===== config.mk =====
export PLATFORM = sky130hd
export DESIGN_NAME = spq_spi_core
export DESIGN_NICKNAME = d
export VERILOG_FILES = /design/src/include/spq_pkg.sv /design/src/logic/spq_spi_core.sv
export VERILOG_INCLUDE_DIRS = /design/src /design/src/include
export SDC_FILE = /design/constraint.sdc
export NUM_CORES = 1
export LEC_CHECK = 0
export BUFFER_PORTS_ARGS = -buffer_cell sky130_fd_sc_hd__clkbuf_2
export CAP_MARGIN = 20
export CORE_ASPECT_RATIO = 1.25
export CORE_UTILIZATION = 45
export CTS_CLUSTER_DIAMETER = 30
export DETAILED_ROUTE_END_ITERATION = 7
export PLACE_DENSITY = 0.66
export SYNTH_ARGS = -nofsm -noshare
export SYNTH_HDL_FRONTEND = slang
export SYNTH_SLANG_ARGS = --single-unit
export TNS_END_PERCENT = 100

===== constraint.sdc =====
create_clock -name MCLK -period 11.74 [get_ports MCLK]
set_input_delay 1.761 -clock MCLK [delete_from_list [all_inputs] [get_ports MCLK]]
set_output_delay 1.761 -clock MCLK [all_outputs]
set_load 0.01 [all_outputs]

===== src/include/spq_map.svh =====
// Purpose: constant map of the serial peripheral core
// Assumes: included by bare name, definitions only
// Notes: reset values, fill patterns, widths and receive buffer depth
`ifndef SPQ_MAP_SVH
`define SPQ_MAP_SVH
// ****************************************
// reset values, fill patterns, widths and buffer depth
// ****************************************
`define SPQ_WORD_BITS_DEF 8
`define SPQ_UNDERRUN_FILL 16'hffff
`define SPQ_FALSE_RX_WORD 16'h0000
`define SPQ_CS_IDLE 4'hf
`define SPQ_EDGE_CNT_W 6
`define SPQ_DIV_W 8
`define SPQ_RX_DEPTH 2'h2
`endif


===== src/include/spq_pkg.sv =====
// Purpose: shared types of the serial peripheral core
// Assumes: nothing imported, used as spq_pkg::name
// Notes: constants live in spq_map.svh
package spq_pkg;
   // transfer engine states
   typedef enum logic {SPQ_IDLE, SPQ_XFER} spq_state_e;
endpackage


===== src/logic/spq_spi_core.sv =====
// Purpose: master/slave serial peripheral core with revision quirks
// Assumes: all pins sampled synchronous to MCLK, one clock domain
// Notes: receive words pass a two-entry buffer; master stalls when full
`timescale 1ns/1ps
`include "spq_map.svh"

module spq_spi_core #(
   parameter int WORD_BITS = `SPQ_WORD_BITS_DEF
) (
   input wire logic MCLK,
   input wire logic RST,
   input wire logic SW_RESET,
   input wire logic ENABLE,
   input wire logic MASTER_MODE,
   input wire logic CPOL,
   input wire logic CPHA,
   input wire logic [1:0] CS_SEL,
   input wire logic [7:0] BAUD_DIV_CS0,
   input wire logic [7:0] BAUD_DIV_CS1,
   input wire logic [7:0] BAUD_DIV_CS2,
   input wire logic [7:0] BAUD_DIV_CS3,
   input wire logic TX_VALID,
   input wire logic [WORD_BITS-1:0] TX_DATA,
   output logic TX_READY,
   output logic RX_VALID,
   output logic [WORD_BITS-1:0] RX_DATA,
   input wire logic RX_READY,
   output logic ENABLED,
   input wire logic SCK_I,
   output logic SCK_O,
   output logic SCK_OE,
   input wire logic MOSI_I,
   output logic MOSI_O,
   output logic MOSI_OE,
   input wire logic MISO_I,
   output logic MISO_O,
   output logic MISO_OE,
   input wire logic SLAVE_SEL_N_I,
   output logic [3:0] CS_N
);
   // ****************************************
   // elaboration check
   // ****************************************
   if (WORD_BITS < 2 || WORD_BITS > 16) begin : g_chk
      $error("WORD_BITS must be 2..16");
   end

   localparam int EW = `SPQ_EDGE_CNT_W;
   localparam logic [EW-1:0] LAST_EDGE = EW'(2 * WORD_BITS - 1);

   // ****************************************
   // engine state
   // ****************************************
   spq_pkg::spq_state_e state_r, state_nxt; // transfer phase
   logic en_r, en_nxt; // interface enable
   logic en_prev_r, en_prev_nxt; // for enable edge
   logic [`SPQ_DIV_W-1:0] div_cnt_r, div_cnt_nxt; // half period count
   logic [EW-1:0] edge_cnt_r, edge_cnt_nxt; // clock edges in word
   logic extra_r, extra_nxt; // spurious pulse pending
   logic sck_r, sck_nxt; // driven serial clock
   logic sck_prev_r, sck_prev_nxt; // slave edge detect
   logic [WORD_BITS-1:0] tx_sr_r, tx_sr_nxt; // outgoing bits
   logic [WORD_BITS-1:0] rx_sr_r, rx_sr_nxt; // incoming bits
   logic [WORD_BITS-1:0] tx_hold_r, tx_hold_nxt; // transmit holding
   logic tx_full_r, tx_full_nxt; // holding occupied
   logic tx_ready_r, tx_ready_nxt; // registered ready
   logic out_bit_r, out_bit_nxt; // bit on mosi or miso
   logic [3:0] cs_n_r, cs_n_nxt; // chip selects
   logic last_div1_r, last_div1_nxt; // previous word had divider one
   logic used_r, used_nxt; // any master word sent yet
   logic sck_oe_r, sck_oe_nxt;
   logic mosi_oe_r, mosi_oe_nxt;
   logic miso_oe_r, miso_oe_nxt;
   logic push; // word into receive buffer
   logic [WORD_BITS-1:0] push_word;

   // ****************************************
   // receive buffer state
   // ****************************************
   logic [1:0] cnt_r, cnt_nxt; // words held
   logic [WORD_BITS-1:0] e0_r, e0_nxt; // head entry
   logic [WORD_BITS-1:0] e1_r, e1_nxt; // second entry
   logic valid_r, valid_nxt; // head valid

   // divider of the selected chip select
   logic [7:0] div_sel;
   always_comb begin
      unique case (CS_SEL)
         2'h0: div_sel = BAUD_DIV_CS0;
         2'h1: div_sel = BAUD_DIV_CS1;
         2'h2: div_sel = BAUD_DIV_CS2;
         default: div_sel = BAUD_DIV_CS3;
      endcase
   end

   // ****************************************
   // transfer engine, next values
   // ****************************************
   always_comb begin
      logic edge_ev; // one clock edge this cycle
      logic lead; // edge is the leading one
      logic [EW-1:0] d; // data edge index
      logic [7:0] reload; // half period minus one
      logic slave_sel;
      edge_ev = 1'b0;
      lead = 1'b0;
      d = '0;
      reload = (div_sel == 8'h00) ? 8'h00 : div_sel - 8'h01;
      slave_sel = en_r && !MASTER_MODE && !SLAVE_SEL_N_I;
      state_nxt = state_r;
      en_prev_nxt = en_r;
      div_cnt_nxt = div_cnt_r;
      edge_cnt_nxt = edge_cnt_r;
      extra_nxt = extra_r;
      sck_nxt = sck_r;
      sck_prev_nxt = SCK_I;
      tx_sr_nxt = tx_sr_r;
      rx_sr_nxt = rx_sr_r;
      tx_hold_nxt = tx_hold_r;
      tx_full_nxt = tx_full_r;
      out_bit_nxt = out_bit_r;
      cs_n_nxt = cs_n_r;
      last_div1_nxt = last_div1_r;
      used_nxt = used_r;
      push = 1'b0;
      push_word = rx_sr_r;
      // master clears enable; a slave ignores the clear
      if (ENABLE) begin
         en_nxt = 1'b1;
      end else if (MASTER_MODE) begin
         en_nxt = 1'b0;
      end else begin
         en_nxt = en_r;
      end
      // holding register takes a word when free
      if (TX_VALID && tx_ready_r) begin
         tx_hold_nxt = TX_DATA;
         tx_full_nxt = 1'b1;
      end
      unique case (state_r)
         spq_pkg::SPQ_IDLE: begin
            sck_nxt = CPOL;
            if (MASTER_MODE) begin
               cs_n_nxt = `SPQ_CS_IDLE;
            end
            // master waits for room so a finished word is never lost
            if (en_r && MASTER_MODE && tx_full_r && cnt_r != `SPQ_RX_DEPTH) begin
               state_nxt = spq_pkg::SPQ_XFER;
               tx_full_nxt = 1'b0;
               tx_sr_nxt = tx_hold_r;
               div_cnt_nxt = reload; // no prescale path exists
               edge_cnt_nxt = '0;
               cs_n_nxt = ~(4'h1 << CS_SEL); // no release option
               // with CPOL one and CPHA zero, divider one next to another divider glitches sck
               extra_nxt = CPOL && !CPHA && used_r &&
                  (last_div1_r != (div_sel == 8'h01));
               last_div1_nxt = (div_sel == 8'h01);
               used_nxt = 1'b1;
            end else if (slave_sel) begin
               state_nxt = spq_pkg::SPQ_XFER;
               edge_cnt_nxt = '0;
               extra_nxt = 1'b0;
               // empty holding: fill pattern goes out, nothing flags it
               if (tx_full_r) begin
                  tx_sr_nxt = tx_hold_r;
                  tx_full_nxt = 1'b0;
               end else begin
                  tx_sr_nxt = WORD_BITS'(`SPQ_UNDERRUN_FILL);
               end
            end
            // phase zero presents its first bit before any edge
            if (state_nxt == spq_pkg::SPQ_XFER && !CPHA) begin
               out_bit_nxt = tx_sr_nxt[WORD_BITS-1];
               tx_sr_nxt = tx_sr_nxt << 1;
            end
         end
         spq_pkg::SPQ_XFER: begin
            if (MASTER_MODE) begin
               if (div_cnt_r == 8'h00) begin
                  div_cnt_nxt = reload;
                  sck_nxt = ~sck_r;
                  edge_ev = 1'b1;
                  lead = (sck_r == CPOL);
               end else begin
                  div_cnt_nxt = div_cnt_r - 8'h01;
               end
            end else begin
               edge_ev = (SCK_I != sck_prev_r);
               lead = edge_ev && (SCK_I != CPOL);
            end
            if (edge_ev) begin
               edge_cnt_nxt = edge_cnt_r + EW'(1);
            end
            // dummy pulse uses two edges with no data action
            d = edge_cnt_r - (extra_r ? EW'(2) : EW'(0));
            if (edge_ev && !(extra_r && edge_cnt_r < EW'(2))) begin
               if (lead == !CPHA) begin
                  rx_sr_nxt = {rx_sr_r[WORD_BITS-2:0], MASTER_MODE ? MISO_I : MOSI_I};
               end else begin
                  out_bit_nxt = tx_sr_r[WORD_BITS-1];
                  tx_sr_nxt = tx_sr_r << 1;
               end
               if (d == LAST_EDGE) begin
                  state_nxt = spq_pkg::SPQ_IDLE;
                  push = 1'b1;
                  // select rises with the last edge, so back to back words
                  // still see one idle cycle with all selects high
                  cs_n_nxt = `SPQ_CS_IDLE;
                  push_word = (lead == !CPHA) ? rx_sr_nxt : rx_sr_r;
               end
            end
            // slave deselected mid word: abandon it
            if (!MASTER_MODE && !slave_sel) begin
               state_nxt = spq_pkg::SPQ_IDLE;
            end
         end
      endcase
      // slave enable edge leaks a false word into the buffer
      if (en_r && !en_prev_r && !MASTER_MODE) begin
         push = 1'b1;
         push_word = WORD_BITS'(`SPQ_FALSE_RX_WORD);
      end
      tx_ready_nxt = !tx_full_nxt;
      sck_oe_nxt = en_nxt && MASTER_MODE;
      mosi_oe_nxt = en_nxt && MASTER_MODE;
      miso_oe_nxt = slave_sel;
      // software reset drops the slave; the only way to stop one
      if (SW_RESET) begin
         state_nxt = spq_pkg::SPQ_IDLE;
         en_nxt = 1'b0;
         tx_full_nxt = 1'b0;
         tx_ready_nxt = 1'b1;
         cs_n_nxt = `SPQ_CS_IDLE;
         used_nxt = 1'b0;
         extra_nxt = 1'b0;
         sck_oe_nxt = 1'b0;
         mosi_oe_nxt = 1'b0;
         miso_oe_nxt = 1'b0;
      end
   end

   // ****************************************
   // transfer engine, registers
   // ****************************************
   always_ff @(posedge MCLK or posedge RST) begin
      if (RST) begin
         state_r <= spq_pkg::SPQ_IDLE;
         en_r <= 1'b0;
         en_prev_r <= 1'b0;
         div_cnt_r <= '0;
         edge_cnt_r <= '0;
         extra_r <= 1'b0;
         sck_r <= 1'b0;
         sck_prev_r <= 1'b0;
         tx_sr_r <= '0;
         rx_sr_r <= '0;
         tx_hold_r <= '0;
         tx_full_r <= 1'b0;
         tx_ready_r <= 1'b1;
         out_bit_r <= 1'b0;
         cs_n_r <= `SPQ_CS_IDLE;
         last_div1_r <= 1'b0;
         used_r <= 1'b0;
         sck_oe_r <= 1'b0;
         mosi_oe_r <= 1'b0;
         miso_oe_r <= 1'b0;
      end else begin
         state_r <= state_nxt;
         en_r <= en_nxt;
         en_prev_r <= en_prev_nxt;
         div_cnt_r <= div_cnt_nxt;
         edge_cnt_r <= edge_cnt_nxt;
         extra_r <= extra_nxt;
         sck_r <= sck_nxt;
         sck_prev_r <= sck_prev_nxt;
         tx_sr_r <= tx_sr_nxt;
         rx_sr_r <= rx_sr_nxt;
         tx_hold_r <= tx_hold_nxt;
         tx_full_r <= tx_full_nxt;
         tx_ready_r <= tx_ready_nxt;
         out_bit_r <= out_bit_nxt;
         cs_n_r <= cs_n_nxt;
         last_div1_r <= last_div1_nxt;
         used_r <= used_nxt;
         sck_oe_r <= sck_oe_nxt;
         mosi_oe_r <= mosi_oe_nxt;
         miso_oe_r <= miso_oe_nxt;
      end
   end

   // ****************************************
   // receive buffer, next values
   // ****************************************
   always_comb begin
      logic pop;
      pop = RX_READY && valid_r;
      cnt_nxt = cnt_r;
      e0_nxt = e0_r;
      e1_nxt = e1_r;
      // a full buffer drops a slave word; master never gets here full
      unique case ({push && (cnt_r != `SPQ_RX_DEPTH || pop), pop})
         2'b10: begin
            if (cnt_r == 2'h0) begin
               e0_nxt = push_word;
            end else begin
               e1_nxt = push_word;
            end
            cnt_nxt = cnt_r + 2'h1;
         end
         2'b01: begin
            e0_nxt = e1_r;
            cnt_nxt = cnt_r - 2'h1;
         end
         2'b11: begin
            e0_nxt = (cnt_r == 2'h1) ? push_word : e1_r;
            e1_nxt = push_word;
         end
         default: begin
            cnt_nxt = cnt_r;
         end
      endcase
      // software reset empties the buffer; a plain pop drops a false word
      if (SW_RESET) begin
         cnt_nxt = 2'h0;
      end
      valid_nxt = (cnt_nxt != 2'h0);
   end

   // ****************************************
   // receive buffer, registers
   // ****************************************
   always_ff @(posedge MCLK or posedge RST) begin
      if (RST) begin
         cnt_r <= 2'h0;
         e0_r <= '0;
         e1_r <= '0;
         valid_r <= 1'b0;
      end else begin
         cnt_r <= cnt_nxt;
         e0_r <= e0_nxt;
         e1_r <= e1_nxt;
         valid_r <= valid_nxt;
      end
   end

   // outputs straight from flip-flops
   assign TX_READY = tx_ready_r;
   assign RX_VALID = valid_r;
   assign RX_DATA = e0_r;
   assign ENABLED = en_r;
   assign SCK_O = sck_r;
   assign SCK_OE = sck_oe_r;
   assign MOSI_O = out_bit_r;
   assign MOSI_OE = mosi_oe_r;
   assign MISO_O = out_bit_r;
   assign MISO_OE = miso_oe_r;
   assign CS_N = cs_n_r;
endmodule


==> results.yml, run 1 <==
layout:
  final-instance-count-excl-fill: 711
  antennaDiodeCount: 0
  layout.area.seq_mm2: 0.00186
  postLayoutCoreUtil: 0.529
  synth_to_final_area_change_pct: 15.0
  post_route_cells_drive_above_1_share: 0.244
  area_of_combinational_cells_with_multiple_inputs_mm2: 0.00279
  final.fill_count: 961
  final_nets: 645
timing:
  hold_violations: 0
  clock.fmax_mhz: 179
  timing.final.setup_violations: 0
  fin_hold_ws_ns: 0.517
  unrepaired_setup_endpoints_after_global_routing: "false"
  setup_tns_ns: 0
  min_period_over_period: 0.476
  post-route-min-period_ns: 5.59
  maxSlewViolCount: 0
  skew_ns: 0.00855
  tightestPinTransition_ns: 0.936
  slew_headroom: 0.376
setup_path:
  worst_setup_sp_type: "primary input"
  critPathRequiredTime_ns: 11.95
  timing.critical_path.to_type: "flip-flop"
  worst_r2r_path_depth: 11
  worst-setup-path-type: "primary input to flip-flop"
  cp.arrival_ns: 5.79
  timing.critical_path.fanout_max: 18
  regToRegEndpoint: "RX_DATA[5]$_DFFE_PP0P_"
  r2r_slack_ns: 7.14
  reg2reg_launch_point: "div_cnt_r[3]$_DFFE_PP0P_"
clock_network:
  cts.root.buffer_cell: "clkbuf_16"
  tritoncts.num_buffers: 9
  cts_hold_buf: 0
  h-tree-depth: 3
  cts.reportedPaths.clkPinSlew_ns: 0.06
  max-clock-path-buffers: 2
  cts-resized-gates: 0
  cts_sinks: 74
  postCtsSetupBuffers: 0
  clock_latency_on_the_worst_skew_pair_ns: 0.34
  tritoncts: "built"
route:
  num_vias: 4230
  dr_drc_count: 0
  detail_route.iter0.violations: 205
  firstDrtPassIters: 5
  wl_per_cell_um: 16.9
  route.final.wire_length_mm: 12.0
  detail-route-antenna-nets: 0
  via_per_inst: 5.95
logic_synthesis:
  synth.avg_cell_area_um2: 9.44
  yosys_warnings: 0
  postSynthNetCount: 586
  synth_seq_area_share: 0.382
  synth_top_cell_by_area: "dfrtp_1"
  synth.cell_area_mm2: 0.00486
  synth-seq-cells: 74
  synthFlopType: "dfrtp_1"
  synthArstFlopShare: 1.00
  synth_cells: 515
  most_frequently_used_cell_type_in_the_post_synthesis_netlist: "dfrtp_1"
  synth_top_area_share: 0.355
  synthDistinctLibCells: 69
  synth_common_cells: "69 x dfrtp_1, 48 x nand2_1, 39 x a21oi_1, 32 x o21ai_0, 26 x nor2_1"
  synth_enable_flop_cells: 0
  ys_top_cells_by_area: "dfrtp_1 36%, mux2_2 4.4%, ha_1 4.1%, a21oi_1 4.0%, mux4_2 3.7%"
power:
  total_leakage_power_nw: 2.41
  power_per_cell_area_mw_per_mm2: 150
  ir_worst_vdd_uv: 88.8
global_routing:
  grt_pass1_vias: 4243
  use_met3: 0.0425
  grt_first_pass_wirelength_mm: 20.3
  largest_net_degree_at_the_start_of_global_routing: 75
  most_crowded_layer_after_global_routing: "met2"
  overflow: 0
  gr-usage-met1: 0.292
  use_met2: 0.390
  grt_antenna_before_repair: 0
  combined_global_route_utilization_of_all_metal_layers: 0.232
die:
  floorplan.die.height_um: 118
  rows: 42
  core_area_mm2: 0.0106
  fp.dieArea_mm2: 0.0112
  die_x_um: 95.0
  io_pins: 76
  initial_core_util: 0.460
placed_design:
  gpl.final_weighted_congestion: 0.882
  place_hpwl_mm: 8.58
  numPortBuffers: 75
  dp.cells: 695
worst_hold_path:
  worst_hold_path.endpoint: "CS_N[2]$_DFFE_PP1P_"
  hold-path-cell-count: 1
  min_from: "CS_N[2]$_DFFE_PP1P_"
  hold_class: "flip-flop to flip-flop"
run:
  cap_viol_max_count: 0
status:
  run_status: "finished clean"
==> layout make-up <==
| type | count | area share |
|---|---|---|
| clock buffers | 10 | 0.0410 |
| flip-flops and latches | 74 | 0.333 |
| inverters | 18 | 0.0121 |
| multi-input cells | 394 | 0.499 |
| repair buffers | 77 | 0.0699 |
| clock inverters | 6 | 0.0161 |
| well taps | 132 | 0.0296 |
==> how the worst max path moves through the flow <==
stage	start	endpoint	slack [ns]	cells after the start
floorplan	MASTER_MODE	RX_DATA[7]$_DFFE_PP0P_	6.89	13
global placement	MASTER_MODE	RX_DATA[5]$_DFFE_PP0P_	6.05	12
detailed placement	MASTER_MODE	RX_DATA[5]$_DFFE_PP0P_	5.90	12
CTS	MASTER_MODE	RX_DATA[5]$_DFFE_PP0P_	6.23	12
global route	MASTER_MODE	RX_DATA[5]$_DFFE_PP0P_	5.86	12
finish	MASTER_MODE	RX_DATA[5]$_DFFE_PP0P_	6.15	12
==> cells by family (layout without fill, tap and decap cells) <==
family,Yosys count,after routing,share of synthesized area
AO/OA/AOI/OAI,155,155,0.216
XOR/XNOR,14,14,0.0252
adder cells (fa/ha/maj),16,16,0.0412
buffers and inverters,47,111,0.0443
flip-flops,74,74,0.382
multiplexers,38,38,0.104
AND/OR/NAND/NOR,171,171,0.187
==> through the flow <==
step / total power (W) / cell area [um^2] / setup WS, ns
finish: 0.000839 / 5590 / 6.15
global route: 0.000893 / 5590 / 5.86
CTS: 0.000846 / 5590 / 6.23
detailed placement: 0.000548 / 5270 / 5.90
global placement: 0.000541 / 5270 / 6.05
floorplan: 0.000489 / 4860 / 6.89
==> where the power goes <==
group	switching [W]	internal, W	total [W]
Combinational	0.000121	0.0000857	0.000207
Sequential	0.0000349	0.000302	0.000337
Clock	0.000108	0.000187	0.000295
==> cells in the final DEF (no fill, tap or decap), types with 4 or more instances in the layout <==
master / instances
a211oi_1: 9
xnor2_1: 8
nor3_1: 14
clkbuf_2: 75
nand3_1: 20
nand2b_1: 5
or2_2: 4
xor2_1: 6
mux2i_1: 10
inv_1: 17
nand4_1: 12
o21ai_0: 32
o211ai_1: 4
o22a_1: 5
a21oi_1: 39
o21ai_1: 4
o21a_1: 5
o31ai_1: 9
clkbuf_16: 9
nor2_1: 26
nor4_1: 8
dfstp_2: 5
mux2_2: 19
dfrtp_1: 69
o221ai_1: 5
nand2_1: 48
a21o_1: 4
a211o_1: 5
mux4_2: 8
ha_1: 16
a31oi_1: 8
and2_1: 7
==> critical path: stages <==
cell and delay (ns):
clkbuf_2 0.27, or4bb_1 0.50, o22ai_4 0.30, and3_1 0.69
nand2_1 0.17, a22o_1 0.28, ha_1 0.36, or2_2 0.38
a2111oi_0 0.71, nor3_1 0.11, o31ai_1 0.10, nand3_1 0.12
==> routing by layer <==
metal	vias to the layer above	wire, um	part of all wire
met1	2024	5040	0.42
met5	-	0	0
met2	146	6150	0.51
met3	12	593	0.049
met4	0	202	0.017
li1	2048	-	-
No activity file was read; power rests on OpenSTA's default activity.
==> run 2, diff against run 1 <==
PLACE_DENSITY = 0.68   (was 0.66)
clock period = 4.9 ns   (was 11.74 ns; I/O delays follow)
==> run 2 against run 1 <==
Non-clock buffer count up 1. Critical path depth down 1. Total power up 130%. Critical endpoint unchanged. Highest routed layer unchanged.
==> results.yml, run 2 (synthesis gave the netlist of run 1 again) <==
clock_network:
  cts_hold_buf: 0
  cts.root.buffer_cell: "clkbuf_16"
  clock_latency_on_the_worst_skew_pair_ns: 0.34
  cts.reportedPaths.clkPinSlew_ns: 0.06
  tritoncts.num_buffers: 9
  cts-resized-gates: 0
  max-clock-path-buffers: 2
  tritoncts: "built"
  h-tree-depth: 3
  postCtsSetupBuffers: 0
  cts_sinks: 74
setup_path:
  timing.critical_path.to_type: "flip-flop"
  reg2reg_launch_point: "div_cnt_r[5]$_DFFE_PP0P_"
  critical_path_source: "div_cnt_r[5]$_DFFE_PP0P_"
  worst-setup-path-type: "flip-flop to flip-flop"
  worst_setup_sp_type: "flip-flop"
  worst_r2r_path_depth: 11
  timing.critical_path.fanout_max: 15
  cp.arrival_ns: 4.23
  critPathRequiredTime_ns: 5.12
timing:
  skew_ns: 0.0101
  min_period_over_period: 0.819
  clock.fmax_mhz: 249
  setup_tns_ns: 0
  hold_violations: 0
  timing.final.setup_violations: 0
  unrepaired_setup_endpoints_after_global_routing: "false"
  maxSlewViolCount: 0
  slew_headroom: 0.460
  tightestPinTransition_ns: 0.789
  post-route-min-period_ns: 4.02
  fin_hold_ws_ns: 0.499
global_routing:
  grt_first_pass_wirelength_mm: 20.0
  overflow: 0
  combined_global_route_utilization_of_all_metal_layers: 0.228
  grt_antenna_before_repair: 0
  largest_net_degree_at_the_start_of_global_routing: 43
  grt_pass1_vias: 4415
run:
  cap_viol_max_count: 0
placed_design:
  numPortBuffers: 75
  place_hpwl_mm: 8.71
  detailed_place.area_mm2: 0.00528
  gpl.final_weighted_congestion: 0.860
layout:
  final_nets: 646
  most-common-layout-cells: "75 x clkbuf_2, 69 x dfrtp_1, 48 x nand2_1"
  final.fill_count: 953
  stdcell_area_mm2: 0.00556
  antennaDiodeCount: 0
  layout.cells.most_common: "clkbuf_2"
  synth_to_final_area_change_pct: 14.4
  post_route_cells_drive_above_1_share: 0.244
route:
  num_vias: 4368
  firstDrtPassIters: 5
  detail_route.iter0.violations: 223
  route.final.wire_length_mm: 11.9
  wl_per_cell_um: 16.8
  detail-route-antenna-nets: 0
  via_per_inst: 6.14
  dr_drc_count: 0
die:
  fp.dieArea_mm2: 0.0112
  die_x_um: 95.0
  io_pins: 76
  core_area_mm2: 0.0106
  initial_core_util: 0.460
  floorplan.die.height_um: 118
  rows: 42
power:
  ir_worst_vdd_uv: 200
  total_leakage_power_nw: 2.40
  power_per_cell_area_mw_per_mm2: 351
status:
  run_status: "finished clean"
worst_hold_path:
  hold_class: "primary input to asynchronous set/reset pin"
run 2: cell count changes in the layout (fill, tap and decap cells not counted):
cell       delta
buf_4         +1
bufinv_16     -1
clkinv_2      +1
inv_6         -1
run 2: final cells by class:
cell class                 instances  area [um^2]  area share
timing repair buffer              78          398      0.0716
inverter                          18         67.6      0.0122
tap                              132          165      0.0297
clock buffer                      10          229      0.0412
sequential                        74         1860       0.334
multi-input combinational        394         2790       0.501
clock inverter                     5         56.3      0.0101
run 2: stage by stage:
step	cells	worst slack [ns]	total power, W	util
2_1_floorplan	515	1.08	0.00117	-
3_3_place_gp	696	0.758	0.00129	0.499
3_5_place_dp	696	0.649	0.00131	0.499
4_1_cts	711	0.956	0.00197	0.526
5_1_grt	711	0.614	0.00208	0.526
6_report	711	0.885	0.00195	0.526
run 2: where the power goes:
group | switching [W] | internal, W
registers | 0.0000843 | 0.000724
clock network | 0.000254 | 0.000390
logic | 0.000293 | 0.000205
run 2: critical path, cell delays in order (launching register included):
cell and delay (ns):
dfrtp_1 0.42, or4_1 0.73, o22ai_4 0.38, and3_1 0.23
nand2_1 0.08, a22o_1 0.27, ha_1 0.37, or2_2 0.38
a2111oi_0 0.68, nor3_1 0.13, o31ai_1 0.12, nand3_1 0.11
run 2: worst paths after layout:
path | end | slack [ns]
max | RX_DATA[5]$_DFFE_PP0P_ | 0.88
min reg2reg | div_cnt_r[4]$_DFFE_PP0P_ | 0.51
min | RX_DATA[5]$_DFFE_PP0P_ | 0.50
max reg2reg | RX_DATA[5]$_DFFE_PP0P_ | 0.88
max in group asynchronous | CS_N[1]$_DFFE_PP1P_ | 3.38
min in group MCLK | div_cnt_r[4]$_DFFE_PP0P_ | 0.51
run 2: metal layers:
metal / vias up / routed length (um) / GRT usage
li1: 2054 / - / -
met1: 2092 / 4760 / 0.271
met2: 190 / 6120 / 0.384
met3: 32 / 730 / 0.0438
met4: 0 / 324 / 0.116
met5: - / 0 / 0
==> run 3, diff against run 2 <==
ABC_AREA = 1   (was default)
PLACE_DENSITY = 0.69   (was 0.68)
clock period = 3.67 ns   (was 4.9 ns; I/O delays follow)
==> run 3 against run 2 <==
Area after synthesis shrank 6.4%. Total power increased by 34%. Utilization rose by 2.3 points. Synthesized cell count rose by 20%. Via count fell by 1.0%. Clock power rose by 28%. Worst hold slack lost 0.35 ns. Combinational power increased by 32%. Flip-flop and latch count stayed put. First-iteration DRC count is 24% lower. Critical path type unchanged. Critical path depth is 4 higher. Register-to-register slack about the same.
==> results.yml, run 3 <==
setup_path:
  critical_path_source: "edge_cnt_r[1]$_DFFE_PP0P_"
  timing.critical_path.fanout_max: 10
  worst_setup_sp_type: "flip-flop"
  worst-setup-path-type: "flip-flop to flip-flop"
  cpPeakStageDelay_ns: 0.36
  cp.arrival_ns: 3.01
  critical_path.most_common_cell: "ha_1"
  worst_r2r_path_depth: 15
  r2r_slack_ns: 0.87
  critPathRequiredTime_ns: 3.88
  timing.critical_path.slowest_stage_cell: "ha_1"
  timing.critical_path.to_type: "flip-flop"
  reg2reg_launch_point: "edge_cnt_r[1]$_DFFE_PP0P_"
  regToRegEndpoint: "RX_VALID$_DFF_PP0_"
  cp_cell_sequence: "inv_1 -> ha_1 -> ha_1 -> nor2_1 -> nand3b_1 -> nor2_1 -> nand3_1 -> nor2_2 -> o22ai_1 -> ha_1 -> o21ai_0 -> a21oi_1 -> o21ai_0 -> inv_1 -> or2_2"
  worst_setup_path_endpoint: "RX_VALID$_DFF_PP0_"
die:
  fp.dieArea_mm2: 0.0105
  floorplan.die.height_um: 114
  rows: 40
  initial_core_util: 0.469
  io_pins: 76
  core_area_mm2: 0.00971
  die_x_um: 91.9
logic_synthesis:
  postSynthNetCount: 688
  most_frequently_used_cell_type_in_the_post_synthesis_netlist: "nand2_1"
  synth_top_area_share: 0.380
  synth.avg_cell_area_um2: 7.37
  synthArstFlopShare: 1.00
  synth_seq_area_share: 0.408
  synth.cell_area_mm2: 0.00455
  synthFlopType: "dfrtp_1"
  ys_top_cells_by_area: "dfrtp_1 38%, nand2_1 15%, o21ai_0 6.5%, inv_1 5.2%, nand3_1 5.0%"
  synthDistinctLibCells: 40
  synth_cells: 617
  synth_enable_flop_cells: 0
  synth-seq-cells: 74
  yosys_warnings: 0
  synth_common_cells: "187 x nand2_1, 69 x dfrtp_1, 63 x inv_1, 59 x o21ai_0, 45 x nand3_1"
  synth_top_cell_by_area: "dfrtp_1"
global_routing:
  largest_net_degree_at_the_start_of_global_routing: 36
  grt_antenna_before_repair: 0
  grt_pass1_vias: 4281
  grt_first_pass_wirelength_mm: 19.3
  combined_global_route_utilization_of_all_metal_layers: 0.231
  overflow: 0
power:
  ir_worst_vdd_uv: 238
  power_per_cell_area_mw_per_mm2: 491
  design_power_total_w: 0.00262
  total_leakage_power_nw: 2.67
layout:
  antennaDiodeCount: 0
  post_route_cells_drive_above_1_share: 0.194
  most-common-layout-cells: "187 x nand2_1, 75 x clkbuf_2, 69 x dfrtp_1"
  postLayoutCoreUtil: 0.550
  final-instance-count-excl-fill: 826
  layout.cells.most_common: "nand2_1"
  area_of_combinational_cells_with_multiple_inputs_mm2: 0.00235
  synth_to_final_area_change_pct: 17.3
  layout.area.seq_mm2: 0.00186
  final_nets: 766
  final.fill_count: 941
timing:
  skew_ns: 0.00631
  timing.final.setup_violations: 0
  clock.fmax_mhz: 358
  setup_tns_ns: 0
  unrepaired_setup_endpoints_after_global_routing: "false"
  min_period_over_period: 0.762
  hold_violations: 0
  tightestPinTransition_ns: 0.641
  maxSlewViolCount: 0
  slew_headroom: 0.571
  post-route-min-period_ns: 2.80
clock_network:
  max-clock-path-buffers: 2
  cts-resized-gates: 0
  cts.reportedPaths.clkPinSlew_ns: 0.06
  tritoncts.num_buffers: 9
  tritoncts: "built"
  h-tree-depth: 3
  cts.root.buffer_cell: "clkbuf_16"
  clock_latency_on_the_worst_skew_pair_ns: 0.34
  postCtsSetupBuffers: 0
  cts_hold_buf: 0
  cts_sinks: 74
placed_design:
  numPortBuffers: 75
  gpl.final_weighted_congestion: 0.872
  place_hpwl_mm: 8.44
  dp.cells: 809
route:
  detail-route-antenna-nets: 0
  route.final.wire_length_mm: 11.0
  detail_route.iter0.violations: 170
  via_per_inst: 5.23
  num_vias: 4324
  dr_drc_count: 0
  firstDrtPassIters: 5
  wl_per_cell_um: 13.4
worst_hold_path:
  hold_class: "primary input to asynchronous set/reset pin"
run:
  cap_viol_max_count: 0
status:
  run_status: "finished clean"
[run 3: changes by cell type in the layout (fill, tap and decap cells not counted), sizes merged, moves of 8 or more]
cell and delta:
inv +53, nor2 +20, mux2i -9, mux2 -12, nor4 -9, a21oi -19
mux4 -8, o21ai +29, nand3 +24, nor3 -8, nand2 +146
[run 3: worst max-delay path: cells and delay by family, from the launching register on]
kind | cells | cell delay [ns]
compound gates | 4 | 0.52
buf+inv | 2 | 0.15
flops | 1 | 0.35
fa+ha+maj | 3 | 0.87
simple gates | 6 | 0.78
[run 3: kinds of logic (layout without fill, tap and decap cells)]
family | after synthesis | in the layout | synth area share
AO/OA/AOI/OAI | 113 | 113 | 0.139
buffers and inverters | 86 | 169 | 0.0751
XOR/XNOR | 12 | 12 | 0.0231
AND/OR/NAND/NOR | 307 | 307 | 0.288
adder cells (fa/ha/maj) | 16 | 16 | 0.0440
flip-flops | 74 | 74 | 0.408
multiplexers | 9 | 9 | 0.0220
[run 3: stage by stage]
| step | setup slack [ns] | hold WS, ns | cell area [um^2] |
|---|---|---|---|
| after floorplan | 0.912 | 0.453 | 4550 |
| after global routing | 0.630 | 0.179 | 5340 |
| after detailed placement | 0.604 | 0.425 | 5050 |
| after CTS | 0.581 | 0.158 | 5330 |
| final | 0.874 | 0.154 | 5340 |
| after global placement | 0.707 | 0.420 | 5050 |
[run 3: power by group]
group,switching (W),internal (W)
registers,0.000129,0.00101
logic,0.000401,0.000257
clock network,0.000350,0.000476
total,0.000879,0.00174
[run 3: final cells by class]
class,count,share of cell area
clock buffers,10,0.0448
clock inverters,6,0.00774
inverters,72,0.0506
multi-input cells,457,0.440
flip-flops and latches,74,0.348
well taps,126,0.0295
repair buffers,81,0.0788
[run 3: routing by layer]
metal  global-route usage  part of all wire
met5                    0                 0
met3               0.0438             0.052
met1                0.269              0.42
met4               0.0979             0.019
met2                0.414              0.51
[run 3: worst min path at each step]
stage                                 end  cells past startpoint  slack, ns         startpoint
2_1_floorplan                   flip-flop                      2       0.45          flip-flop
3_5_place_dp          en_prev_r$_DFF_PP0_                      0       0.43  ENABLED$_DFF_PP0_
5_1_grt        asynchronous set/reset pin                      2       0.18                RST
4_1_cts        asynchronous set/reset pin                      2       0.16                RST
6_report       asynchronous set/reset pin                      2       0.15                RST
3_3_place_gp          en_prev_r$_DFF_PP0_                      0       0.42  ENABLED$_DFF_PP0_
